**src/logic/slc_params.svh**
```systemverilog
/*
 Named constants of the sequencer core: timing, masks, lookup values,
 active-switch patterns and register offsets.
 Assumes inclusion by its bare name, definitions only.
*/
`ifndef SLC_PARAMS_SVH
`define SLC_PARAMS_SVH
// Clock period and default step period
`define SLC_CLK_NS 4
`define SLC_STEP_DEF_US 2000
`define SLC_STEP_MIN 32'h2
// Switch count and patterns
`define SLC_NSW 6
`define SLC_ALL_ON 6'h3F
`define SLC_ACT_SEL0 6'h07
`define SLC_ACT_SEL1 6'h1B
`define SLC_ACT_SEL2 6'h1F
`define SLC_N_SEL0 3'h3
`define SLC_N_SEL1 3'h4
`define SLC_N_SEL2 3'h5
`define SLC_N_SEL3 3'h6
// Transition mask, 0.0256 of a step, or 0.034 of a step per fade code
`define SLC_NF_NUM 48'h100
`define SLC_NF_DEN 48'h2710
`define SLC_F_NUM 48'h22
`define SLC_F_DEN 48'h3E8
// Short thresholds in millivolts
`define SLC_VSTH0_MV 13'h578
`define SLC_VSTH1_MV 13'hE10
`define SLC_VSTH2_MV 13'hFA0
`define SLC_VSTH3_MV 13'h157C
`define SLC_VSTH4_MV 13'h1770
`define SLC_VSTH5_MV 13'h19C8
`define SLC_VSTH6_MV 13'h1C20
`define SLC_VSTH7_MV 13'h1E14
// Register offsets and responses
`define SLC_REG_STEP 8'h00
`define SLC_REG_STAT 8'h04
`define SLC_REG_FLT 8'h08
`define SLC_REG_CFG 8'h0C
`define SLC_RESP_OK 2'h0
`define SLC_RESP_ERR 2'h2
`endif

```
**src/logic/slc_pkg.sv**
```systemverilog
/*
 Types shared by the sequencer core and its bench.
 Assumes nothing of its surroundings.
*/
`default_nettype none
package slc_pkg;
  // Sequence state
  typedef enum logic [1:0] {ST_IDLE, ST_WAIT, ST_RUN, ST_DONE} slc_state_e;
  // Latched configuration, codes 0, 1, 2 in order
  typedef struct packed {
    logic dir;
    logic [2:0] thr;
    logic [3:0] pos;
    logic [1:0] fade;
    logic [1:0] sel;
  } slc_cfg_s;
  // Per-switch detector comparators
  typedef struct packed {
    logic [5:0] open;
    logic [5:0] shrt;
    logic [5:0] trace;
  } slc_det_s;
  // Chip monitors
  typedef struct packed {
    logic pump_ready;
    logic warn;
    logic shut;
  } slc_mon_s;
endpackage
`default_nettype wire

```
**src/logic/slc_core.sv**
```systemverilog
/*
 Sequencer core: configuration latch, switch sequence, chain line,
 fault supervision and an AXI4-Lite register slave.
 Assumes digitised config codes, comparator outputs synchronous to clk,
 and open-drain pins resolved outside.
*/
// Design decisions made here: the register addresses and the AXI4-Lite register port.
`timescale 1ns/1ps
`default_nettype none
`include "slc_params.svh"
module slc_core #(
  parameter int STEP_CYCLES = `SLC_STEP_DEF_US * 1000 / `SLC_CLK_NS,
  parameter int AW = 8
) (
  // Clock, reset, freeze
  input wire logic clk,
  input wire logic rstn,
  input wire logic ce,
  // Digitised configuration codes
  input wire logic [3:0] cfg_code_threshold_dir,
  input wire logic [3:0] cfg_code_chain_position,
  input wire logic [3:0] cfg_code_switches_fade,
  // Enable and supply undervoltage
  input wire logic en,
  input wire logic uvlo,
  // Detectors and monitors
  input wire slc_pkg::slc_det_s det,
  input wire slc_pkg::slc_mon_s mon,
  input wire logic led_current_on,
  // Switch drive and threshold select
  output logic [5:0] sw_closed,
  output logic [2:0] short_threshold,
  output logic [12:0] short_threshold_mv,
  // Chain line, open drain
  input wire logic sync_in,
  output logic sync_out,
  output logic sync_oe,
  // Fault line, open drain
  input wire logic fault_out_n_in,
  output logic fault_out_n_o,
  output logic fault_out_n_oe,
  // AXI4-Lite write
  input wire logic [AW-1:0] s_axi_awaddr,
  input wire logic s_axi_awvalid,
  output logic s_axi_awready,
  input wire logic [31:0] s_axi_wdata,
  input wire logic [3:0] s_axi_wstrb,
  input wire logic s_axi_wvalid,
  output logic s_axi_wready,
  output logic [1:0] s_axi_bresp,
  output logic s_axi_bvalid,
  input wire logic s_axi_bready,
  // AXI4-Lite read
  input wire logic [AW-1:0] s_axi_araddr,
  input wire logic s_axi_arvalid,
  output logic s_axi_arready,
  output logic [31:0] s_axi_rdata,
  output logic [1:0] s_axi_rresp,
  output logic s_axi_rvalid,
  input wire logic s_axi_rready
);
  import slc_pkg::*;

  // Configuration and sequence state
  slc_cfg_s cfg_r;
  logic cfg_taken_r;
  slc_state_e st_r, st_nxt;
  logic [2:0] k_r, k_nxt;
  logic [31:0] cyc_r, cyc_nxt;
  logic [31:0] step_r;
  logic [3:0] pulses_r, pulses_nxt;
  logic sync_prev_r;
  // Fault latches
  logic [5:0] open_flt_r, short_flt_r, trace_flt_r;
  logic warn_r, shut_r, fault_r;
  logic sync_oe_r;
  // Switch pattern work
  logic [5:0] act_mask, seq_closed, sw_nxt;
  logic [2:0] rk_up [`SLC_NSW];
  logic [2:0] rk_dn [`SLC_NSW];
  logic [2:0] acc_u, acc_d;
  logic [12:0] thr_mv, thr_mv_r;

  // Enabled only once codes are held and supply is good
  wire logic en_act = en && !uvlo && cfg_taken_r;
  wire logic running = (st_r == ST_RUN) || (st_r == ST_DONE);

  // Active set and step count from the switch code
  assign act_mask = (cfg_r.sel == 2'h0) ? `SLC_ACT_SEL0 :
                    (cfg_r.sel == 2'h1) ? `SLC_ACT_SEL1 :
                    (cfg_r.sel == 2'h2) ? `SLC_ACT_SEL2 :
                    `SLC_ALL_ON;
  wire logic [2:0] n_act = (cfg_r.sel == 2'h0) ? `SLC_N_SEL0 :
                           (cfg_r.sel == 2'h1) ? `SLC_N_SEL1 :
                           (cfg_r.sel == 2'h2) ? `SLC_N_SEL2 :
                           `SLC_N_SEL3;

  // Step timing
  wire logic step_end = (st_r == ST_RUN) && (cyc_r == step_r - 32'h1);
  wire logic last_step = step_end && (k_r + 3'h1 == n_act);
  wire logic sync_rise = sync_in && !sync_prev_r;

  // Masks; least times round up
  wire logic [47:0] step_w = {16'h0, step_r};
  wire logic [47:0] cyc_w = {16'h0, cyc_r};
  wire logic [47:0] mask_nf =
    (step_w * `SLC_NF_NUM + `SLC_NF_DEN - 48'h1) / `SLC_NF_DEN;
  wire logic [47:0] mask_f =
    (step_w * `SLC_F_NUM * {46'h0, cfg_r.fade} + `SLC_F_DEN - 48'h1)
    / `SLC_F_DEN;
  wire logic [47:0] trans_mask =
    (cfg_r.fade == 2'h0) ? mask_nf : mask_f;
  wire logic start_mask = (st_r == ST_RUN) && (k_r == 3'h0) &&
    (cyc_r < ((step_r + 32'h1) >> 1));
  wire logic det_mask = start_mask || (cyc_w < trans_mask);

  // Detection, only while enabled and running or done
  wire logic det_on = en_act && running;
  wire logic [5:0] open_set = det.open & {6{det_on}};
  wire logic [5:0] short_set = det.shrt & ~sw_closed &
    {6{det_on && led_current_on && !det_mask}};
  wire logic [5:0] trace_set = det.trace & sw_closed &
    {6{det_on && !det_mask}};

  // Sticky flags, wiped by enable low or undervoltage
  wire logic [5:0] open_nxt = en_act ? (open_flt_r | open_set) : 6'h00;
  wire logic [5:0] short_nxt =
    en_act ? (short_flt_r | short_set) : 6'h00;
  wire logic [5:0] trace_nxt =
    en_act ? (trace_flt_r | trace_set) : 6'h00;
  wire logic warn_nxt = en_act && (warn_r || mon.warn);
  // Shutdown survives enable low; only a supply drop clears it
  wire logic shut_nxt = !uvlo && (shut_r || mon.shut);
  wire logic pump_bad = en && !uvlo && !mon.pump_ready;
  wire logic fault_nxt = (|open_nxt) || (|short_nxt) || (|trace_nxt) ||
    warn_nxt || shut_nxt || pump_bad;

  // Step index and cycle counter
  assign k_nxt = (!en_act || st_r == ST_IDLE) ? 3'h0 :
                 step_end ? k_r + 3'h1 : k_r;
  assign cyc_nxt = (!en_act || !running || step_end) ? 32'h0 :
                   (cyc_r == 32'hFFFF_FFFF) ? cyc_r : cyc_r + 32'h1;
  assign pulses_nxt = !en_act ? 4'h0 :
    (st_r == ST_WAIT && sync_rise && pulses_r != 4'hF) ?
    pulses_r + 4'h1 : pulses_r;

  // Sequence state machine
  always_comb begin
    st_nxt = st_r;
    unique case (st_r)
      ST_IDLE: if (en_act) st_nxt = ST_WAIT;
      ST_WAIT: if (pulses_r == cfg_r.pos) st_nxt = ST_RUN;
      ST_RUN: if (last_step) st_nxt = ST_DONE;
      ST_DONE: st_nxt = ST_DONE;
    endcase
    if (!en_act) st_nxt = ST_IDLE;
  end

  // Rank of each switch in both orders, target pattern
  always_comb begin
    acc_u = 3'h0;
    acc_d = 3'h0;
    seq_closed = 6'h00;
    for (int i = 0; i < `SLC_NSW; i++) begin
      rk_up[i] = acc_u;
      acc_u = acc_u + {2'h0, act_mask[i]};
      rk_dn[`SLC_NSW-1-i] = acc_d;
      acc_d = acc_d + {2'h0, act_mask[`SLC_NSW-1-i]};
    end
    for (int i = 0; i < `SLC_NSW; i++) begin
      if (!act_mask[i]) begin
        seq_closed[i] = 1'b1;
      end else if (cfg_r.dir) begin
        seq_closed[i] = (rk_up[i] >= k_nxt);
      end else begin
        seq_closed[i] = (rk_dn[i] < k_nxt);
      end
    end
  end

  // Open switches when idle; shutdown closes all
  assign sw_nxt = !en_act ? 6'h00 :
                  shut_nxt ? `SLC_ALL_ON :
                  (seq_closed | open_nxt);

  // Threshold lookup
  always_comb begin
    unique case (cfg_r.thr)
      3'h0: thr_mv = `SLC_VSTH0_MV;
      3'h1: thr_mv = `SLC_VSTH1_MV;
      3'h2: thr_mv = `SLC_VSTH2_MV;
      3'h3: thr_mv = `SLC_VSTH3_MV;
      3'h4: thr_mv = `SLC_VSTH4_MV;
      3'h5: thr_mv = `SLC_VSTH5_MV;
      3'h6: thr_mv = `SLC_VSTH6_MV;
      3'h7: thr_mv = `SLC_VSTH7_MV;
    endcase
  end

  // Codes taken once after reset; later changes ignored
  always_ff @(posedge clk) begin
    if (!rstn) begin
      cfg_r <= '0;
      cfg_taken_r <= 1'b0;
    end else if (ce && !cfg_taken_r) begin
      cfg_r <= {cfg_code_threshold_dir, cfg_code_chain_position,
                cfg_code_switches_fade};
      cfg_taken_r <= 1'b1;
    end
  end

  // Sequencer registers
  always_ff @(posedge clk) begin
    if (!rstn) begin
      st_r <= ST_IDLE;
      k_r <= 3'h0;
      cyc_r <= 32'h0;
      pulses_r <= 4'h0;
      sync_prev_r <= 1'b1;
      sync_oe_r <= 1'b0;
      sw_closed <= 6'h00;
      thr_mv_r <= 13'h0;
    end else if (ce) begin
      st_r <= st_nxt;
      k_r <= k_nxt;
      cyc_r <= cyc_nxt;
      pulses_r <= pulses_nxt;
      sync_prev_r <= sync_in;
      sync_oe_r <= (st_nxt == ST_RUN);
      sw_closed <= sw_nxt;
      thr_mv_r <= thr_mv;
    end
  end

  // Fault registers
  always_ff @(posedge clk) begin
    if (!rstn) begin
      open_flt_r <= 6'h00;
      short_flt_r <= 6'h00;
      trace_flt_r <= 6'h00;
      warn_r <= 1'b0;
      shut_r <= 1'b0;
      fault_r <= 1'b0;
    end else if (ce) begin
      open_flt_r <= open_nxt;
      short_flt_r <= short_nxt;
      trace_flt_r <= trace_nxt;
      warn_r <= warn_nxt;
      shut_r <= shut_nxt;
      fault_r <= fault_nxt;
    end
  end

  // Pins: both lines only ever pull low
  assign short_threshold = cfg_r.thr;
  assign short_threshold_mv = thr_mv_r;
  assign sync_out = 1'b0;
  assign sync_oe = sync_oe_r;
  assign fault_out_n_o = 1'b0;
  assign fault_out_n_oe = fault_r;

  // AXI4-Lite slave: one write and one read in flight
  logic aw_got_r, w_got_r, bvalid_r, rvalid_r;
  logic [AW-1:0] awaddr_r;
  logic [31:0] wdata_r, rdata_r, rd_mux, step_wr;
  logic [3:0] wstrb_r;
  logic [1:0] bresp_r, rresp_r;
  wire logic aw_hs = s_axi_awvalid && s_axi_awready;
  wire logic w_hs = s_axi_wvalid && s_axi_wready;
  wire logic ar_hs = s_axi_arvalid && s_axi_arready;
  wire logic wr_go = aw_got_r && w_got_r && !bvalid_r;
  wire logic wr_step = wr_go && (awaddr_r == `SLC_REG_STEP);
  wire logic wr_map = (awaddr_r == `SLC_REG_STEP) ||
    (awaddr_r == `SLC_REG_STAT) || (awaddr_r == `SLC_REG_FLT) ||
    (awaddr_r == `SLC_REG_CFG);
  wire logic rd_map = (s_axi_araddr == `SLC_REG_STEP) ||
    (s_axi_araddr == `SLC_REG_STAT) || (s_axi_araddr == `SLC_REG_FLT) ||
    (s_axi_araddr == `SLC_REG_CFG);
  assign s_axi_awready = !aw_got_r && !bvalid_r;
  assign s_axi_wready = !w_got_r && !bvalid_r;
  assign s_axi_bvalid = bvalid_r;
  assign s_axi_bresp = bresp_r;
  assign s_axi_arready = !rvalid_r;
  assign s_axi_rvalid = rvalid_r;
  assign s_axi_rdata = rdata_r;
  assign s_axi_rresp = rresp_r;

  // Byte-lane merge; too short a step would break the half mask
  always_comb begin
    step_wr = step_r;
    for (int b = 0; b < 4; b++) begin
      if (wstrb_r[b]) step_wr[b*8 +: 8] = wdata_r[b*8 +: 8];
    end
    if (step_wr < `SLC_STEP_MIN) step_wr = `SLC_STEP_MIN;
  end

  // Read selection
  always_comb begin
    rd_mux = 32'h0;
    if (s_axi_araddr == `SLC_REG_STEP) rd_mux = step_r;
    if (s_axi_araddr == `SLC_REG_STAT) begin
      rd_mux = {16'h0, fault_out_n_in, sync_in, st_r, 1'b0, k_r,
                2'h0, sw_closed};
    end
    if (s_axi_araddr == `SLC_REG_FLT) begin
      rd_mux = {5'h0, mon.pump_ready, shut_r, warn_r, 2'h0, trace_flt_r,
                2'h0, short_flt_r, 2'h0, open_flt_r};
    end
    if (s_axi_araddr == `SLC_REG_CFG) begin
      rd_mux = {12'h0, pulses_r, 4'h0, cfg_r};
    end
  end

  // Write channel holding registers
  always_ff @(posedge clk) begin
    if (!rstn) begin
      aw_got_r <= 1'b0;
      w_got_r <= 1'b0;
      awaddr_r <= '0;
      wdata_r <= 32'h0;
      wstrb_r <= 4'h0;
    end else if (ce) begin
      if (aw_hs) awaddr_r <= s_axi_awaddr;
      if (w_hs) wdata_r <= s_axi_wdata;
      if (w_hs) wstrb_r <= s_axi_wstrb;
      aw_got_r <= wr_go ? 1'b0 : (aw_got_r || aw_hs);
      w_got_r <= wr_go ? 1'b0 : (w_got_r || w_hs);
    end
  end

  // Responses and the step register
  always_ff @(posedge clk) begin
    if (!rstn) begin
      bvalid_r <= 1'b0;
      bresp_r <= `SLC_RESP_OK;
      rvalid_r <= 1'b0;
      rresp_r <= `SLC_RESP_OK;
      rdata_r <= 32'h0;
      step_r <= STEP_CYCLES[31:0];
    end else if (ce) begin
      if (wr_go) bresp_r <= wr_map ? `SLC_RESP_OK : `SLC_RESP_ERR;
      bvalid_r <= wr_go || (bvalid_r && !s_axi_bready);
      if (wr_step) step_r <= step_wr;
      if (ar_hs) rdata_r <= rd_mux;
      if (ar_hs) rresp_r <= rd_map ? `SLC_RESP_OK : `SLC_RESP_ERR;
      rvalid_r <= ar_hs || (rvalid_r && !s_axi_rready);
    end
  end
endmodule
`default_nettype wire

```
**config.mk**
```make
export PLATFORM = sky130hd
export DESIGN_NAME = slc_core
export DESIGN_NICKNAME = d
export VERILOG_FILES = /design/src/logic/slc_pkg.sv /design/src/logic/slc_core.sv
export VERILOG_INCLUDE_DIRS = /design/src /design/src/logic
export SDC_FILE = /design/constraint.sdc
export NUM_CORES = 2
export LEC_CHECK = 0
export ABC_AREA = 1
export BUFFER_PORTS_ARGS = -buffer_cell sky130_fd_sc_hd__buf_4
export CAP_MARGIN = 20
export CELL_PAD_IN_SITES_DETAIL_PLACEMENT = 0
export CELL_PAD_IN_SITES_GLOBAL_PLACEMENT = 1
export CORE_UTILIZATION = 45
export DETAILED_ROUTE_END_ITERATION = 6
export PLACE_DENSITY_LB_ADDON = 0.1
export SLEW_MARGIN = 20
export SYNTH_ARGS = -nofsm -noshare
export SYNTH_HDL_FRONTEND = slang
export SYNTH_SLANG_ARGS = --single-unit
export TNS_END_PERCENT = 50
```
**constraint.sdc**
```tcl
create_clock -name clk -period 42.8 [get_ports clk]
set_input_delay 8.56 -clock clk [delete_from_list [all_inputs] [get_ports clk]]
set_output_delay 8.56 -clock clk [all_outputs]
set_load 0.005 [all_outputs]
```
==> impl_table.tex <==
\begin{tabular}{lr}
\hline
Metric & Value \\
\hline
\multicolumn{2}{l}{\textbf{Clock network}} \\
H-tree Lvls & 1 \\
Hold-fix buffer count after cts & 0 \\
Clock-pin transition on the worst setup and hold timing paths & approximately 0.060 ns \\
Latest clock arrival within the worst-skew pair & 0.56 ns \\
CTS buffer count & 23 \\
Master cell of the clock root buffer & clkbuf\_16 \\
Sinks on the clock net & between 200 and 250 \\
Longest Clk Path Bufs & 3 \\
CTS tree & yes \\
\multicolumn{2}{l}{\textbf{Worst hold path}} \\
Sink of the worst hold path & wdata\_r[20] \\
Worst hold start & wdata\_r[20] \\
Worst hold-check path type & reg2reg \\
Min-Delay Path Depth & 2 \\
\multicolumn{2}{l}{\textbf{Synth}} \\
Cell area after technology mapping & roughly 0.064 mm2 \\
Number of distinct standard cells referenced by the synthesized netlist & slightly above 100 \\
Syn. warnings & 0 \\
Top\_reg\_cell synth & dfxtp\_1 \\
Sequential fraction of the synthesis area & 0.06456 \\
Post-Synthesis Mean Instance Area & approximately 5.7 um2 \\
FF+latch count, synth & approximately 210 \\
Number of enable flip-flop cells after synthesis & 0 \\
Post-Synthesis Cells & approximately 11,000 \\
Proportion of register bits with asynchronous set or reset after synthesis & 0 \\
\multicolumn{2}{l}{\textbf{Run}} \\
Count of maximum capacitance violations & 0 \\
\multicolumn{2}{l}{\textbf{STA}} \\
Number of hold violations in the final report & 0 \\
Setup total negative slack & 0 ns \\
Max-slew violation total from the final report & 0 \\
F\_max & 25.23 MHz \\
Worst slack on hold paths & $\sim$0.46 ns \\
Number of setup violations in the final report & 0 \\
Period minus WS final & between 30 and 40 ns \\
Final critical-path share of the clock period & 0.9262 \\
Worst clock skew & between 0.015 and 0.02 ns \\
Worst-case headroom to the max-slew limit & 0.2176 \\
Worst Tran Pin Value & around 1.2 ns \\
\multicolumn{2}{l}{\textbf{Routing}} \\
TritonRoute pass-1 iters & 6 \\
Drt first-iter violations & 6,419 \\
DRC violations left & 0 \\
Via count & 74,290 \\
Residual antenna-violating net count after detailed routing & 0 \\
Detail-routed via count per cell & approximately 5.5 \\
Average wire length per cell after detail routing & 20.12 um \\
Final Routed Wirelength & approximately 270,000 um \\
\multicolumn{2}{l}{\textbf{Floorplanning}} \\
Die Footprint & around 0.14 mm2 \\
Starting density of the core & 0.4544 \\
Die width & 380.6 um \\
IO Count & about 170 \\
Std-Cell Core Area & around 0.14 mm2 \\
Chip height & about 380 um \\
Number of placement rows & 138 \\
\multicolumn{2}{l}{\textbf{Critical path}} \\
Register-to-Register Setup Slack & roughly 3.2 ns \\
Worst EP arrival & $\sim$40 ns \\
CP max stage delay & about 0.64 ns \\
Worst flop-to-flop path startpoint & step\_r[5] \\
Worst reg2reg endpoint & fault\_out\_n\_oe \\
R2r worst-path depth & roughly 290 \\
Critical-path top delay cell & nor3\_1 \\
Critical path fanouts, max & 40 \\
Crit path required time & approximately 43 ns \\
Buffering stage count on the worst path with inverters included & 30 \\
Startpoint kind of the worst setup timing path & flip-flop \\
Most numerous cell on the critical path & nand2\_1 \\
Critical path's top delay family & simple AND/OR/NAND/NOR gates \\
Start-to-end type of the worst setup path & reg2reg \\
Type of destination of the critical path & flip-flop \\
\multicolumn{2}{l}{\textbf{Run status}} \\
Run status & finished, final reports clean \\
\multicolumn{2}{l}{\textbf{Global route}} \\
Maximum number of pins on one net before global-route repair & 73 \\
Overflow left after global routing & 0 \\
Antenna violations before repair & 14 \\
Global-route wire length before repair & between 400,000 and 500,000 um \\
Combined global-route utilization of all metal layers & 0.3528 \\
Number of global-route vias before repair & 69,310 \\
\multicolumn{2}{l}{\textbf{Finish}} \\
Fraction of final layout cells sized beyond drive strength 1 & 0.2182 \\
Filler instances & roughly 15,000 \\
Most frequent cells in the layout & nand2\_1 (2,882), inv\_1 (1,436), nor2\_1 (1,179) \\
Post-route design area & $\sim$0.070 mm2 \\
Final core utilization & 0.4919 \\
Area Overhead vs Synth & 8.249\% \\
Net total in the final layout & 11,830 \\
Most common cell after layout, fill and taps aside & nand2\_1 \\
\multicolumn{2}{l}{\textbf{Placed design}} \\
Placer Congestion & about 1.0 \\
Post-detailed-placement half-perimeter wirelength & roughly 220,000 um \\
IO buf count & between 150 and 200 \\
Cell area reported after detailed placement & around 0.067 mm2 \\
\hline
\end{tabular}
## what timing repair did
action | in CTS | in global routing
resized for setup | 2 | 134
cloned | 3 | 17
setup buffers | 0 | 72
pin swaps | 1 | 43
setup endpoints to repair | 13 | 13
## routing by layer
layer	wire length, um	track usage
met5	64	0
met4	15600	0.1742
met3	17800	0.04117
met2	124600	0.6020
met1	112300	0.4363
## state kept, by name, indices dropped and copies added (netlist names), 6 cells and up
| register | cells |
|---|---|
| cyc_r | 32 |
| s_axi_rdata | 32 |
| step_r | 32 |
| wdata_r | 32 |
| short_threshold_mv | 11 |
| cfg_r | 9 |
| awaddr_r | 8 |
| open_flt_r | 6 |
| short_flt_r | 6 |
| sw_closed | 6 |
| trace_flt_r | 6 |
## cells in the mapped netlist, types with 37 or more instances
| cell | number | area (um2) |
|---|---|---|
| nand2_1 | 2892 | 10860 |
| inv_1 | 1439 | 5401 |
| nor2_1 | 1205 | 4523 |
| nand3_1 | 990 | 4955 |
| nand2_2 | 678 | 4242 |
| a21oi_1 | 403 | 2017 |
| nand4_1 | 372 | 2327 |
| xor2_1 | 372 | 3258 |
| o21ai_0 | 336 | 1682 |
| nand3_2 | 248 | 2482 |
| nor2_2 | 244 | 1526 |
| nand2_4 | 241 | 2714 |
| dfxtp_1 | 208 | 4164 |
| ha_1 | 198 | 2477 |
| nor3_1 | 179 | 895.9 |
| inv_2 | 165 | 619.3 |
| xnor2_1 | 120 | 1051 |
| clkbuf_1 | 95 | 356.6 |
| nor2_4 | 93 | 1047 |
| nand3b_1 | 50 | 375.4 |
| o21ai_1 | 50 | 250.2 |
| buf_6 | 42 | 473.0 |
| nand3_4 | 40 | 700.7 |
| nor4_1 | 40 | 250.2 |
| buf_8 | 39 | 585.6 |
| clkinv_1 | 38 | 142.6 |
| clkbuf_8 | 37 | 509.2 |
## how the worst max path moves through the flow
| stage | startpoint | to | slack (ns) | cells past startpoint |
|---|---|---|---|---|
| floorplan | step_r[1] | fault_out_n_oe | 9.73 | 295 |
| global placement | step_r[4] | fault_out_n_oe | -0.03 | 286 |
| detailed placement | step_r[4] | fault_out_n_oe | -0.49 | 289 |
| CTS | step_r[4] | fault_out_n_oe | 0.13 | 287 |
| global route | step_r[5] | fault_out_n_oe | -0.13 | 302 |
| finish | step_r[5] | fault_out_n_oe | 3.16 | 286 |
## final cells by class
type | instances | area (um2) | share of cell area
inverter | 1686 | 6580 | 0.09425
clock inverter | 10 | 122.6 | 0.001756
clock buffer | 31 | 655.6 | 0.009391
sequential | 208 | 4165 | 0.05966
tap | 1890 | 2365 | 0.03387
multi-input combinational | 9152 | 52260 | 0.7485
antenna | 3 | 7.507 | 0.0001075
timing repair buffer | 456 | 3665 | 0.05249
## cells by family after synthesis
family	after synthesis	share of synthesized area
AO/OA/AOI/OAI	1012	0.08996
XOR/XNOR	518	0.07354
adder cells (fa/ha/maj)	200	0.03903
buffers and inverters	1948	0.1402
flip-flops	208	0.06456
multiplexers	2	0.0003104
other	2	0.0001164
AND/OR/NAND/NOR	7392	0.5923
## stage by stage
step	setup slack, ns	cells
floorplan	9.729	11290
global placement	-0.03177	13300
detailed placement	-0.4912	13300
CTS	0.1273	13340
global route	-0.1292	13430
finish	3.160	13440
## worst min-delay path, delay by kind of cell (launching register included)
family,cells,cell delay [ns]
compound gates,1,0.05
flops,1,0.30
buf+inv,1,0.06
Power is not shown: default switching activity piles up to over one toggle a cycle in this logic, so the estimate is an artifact.
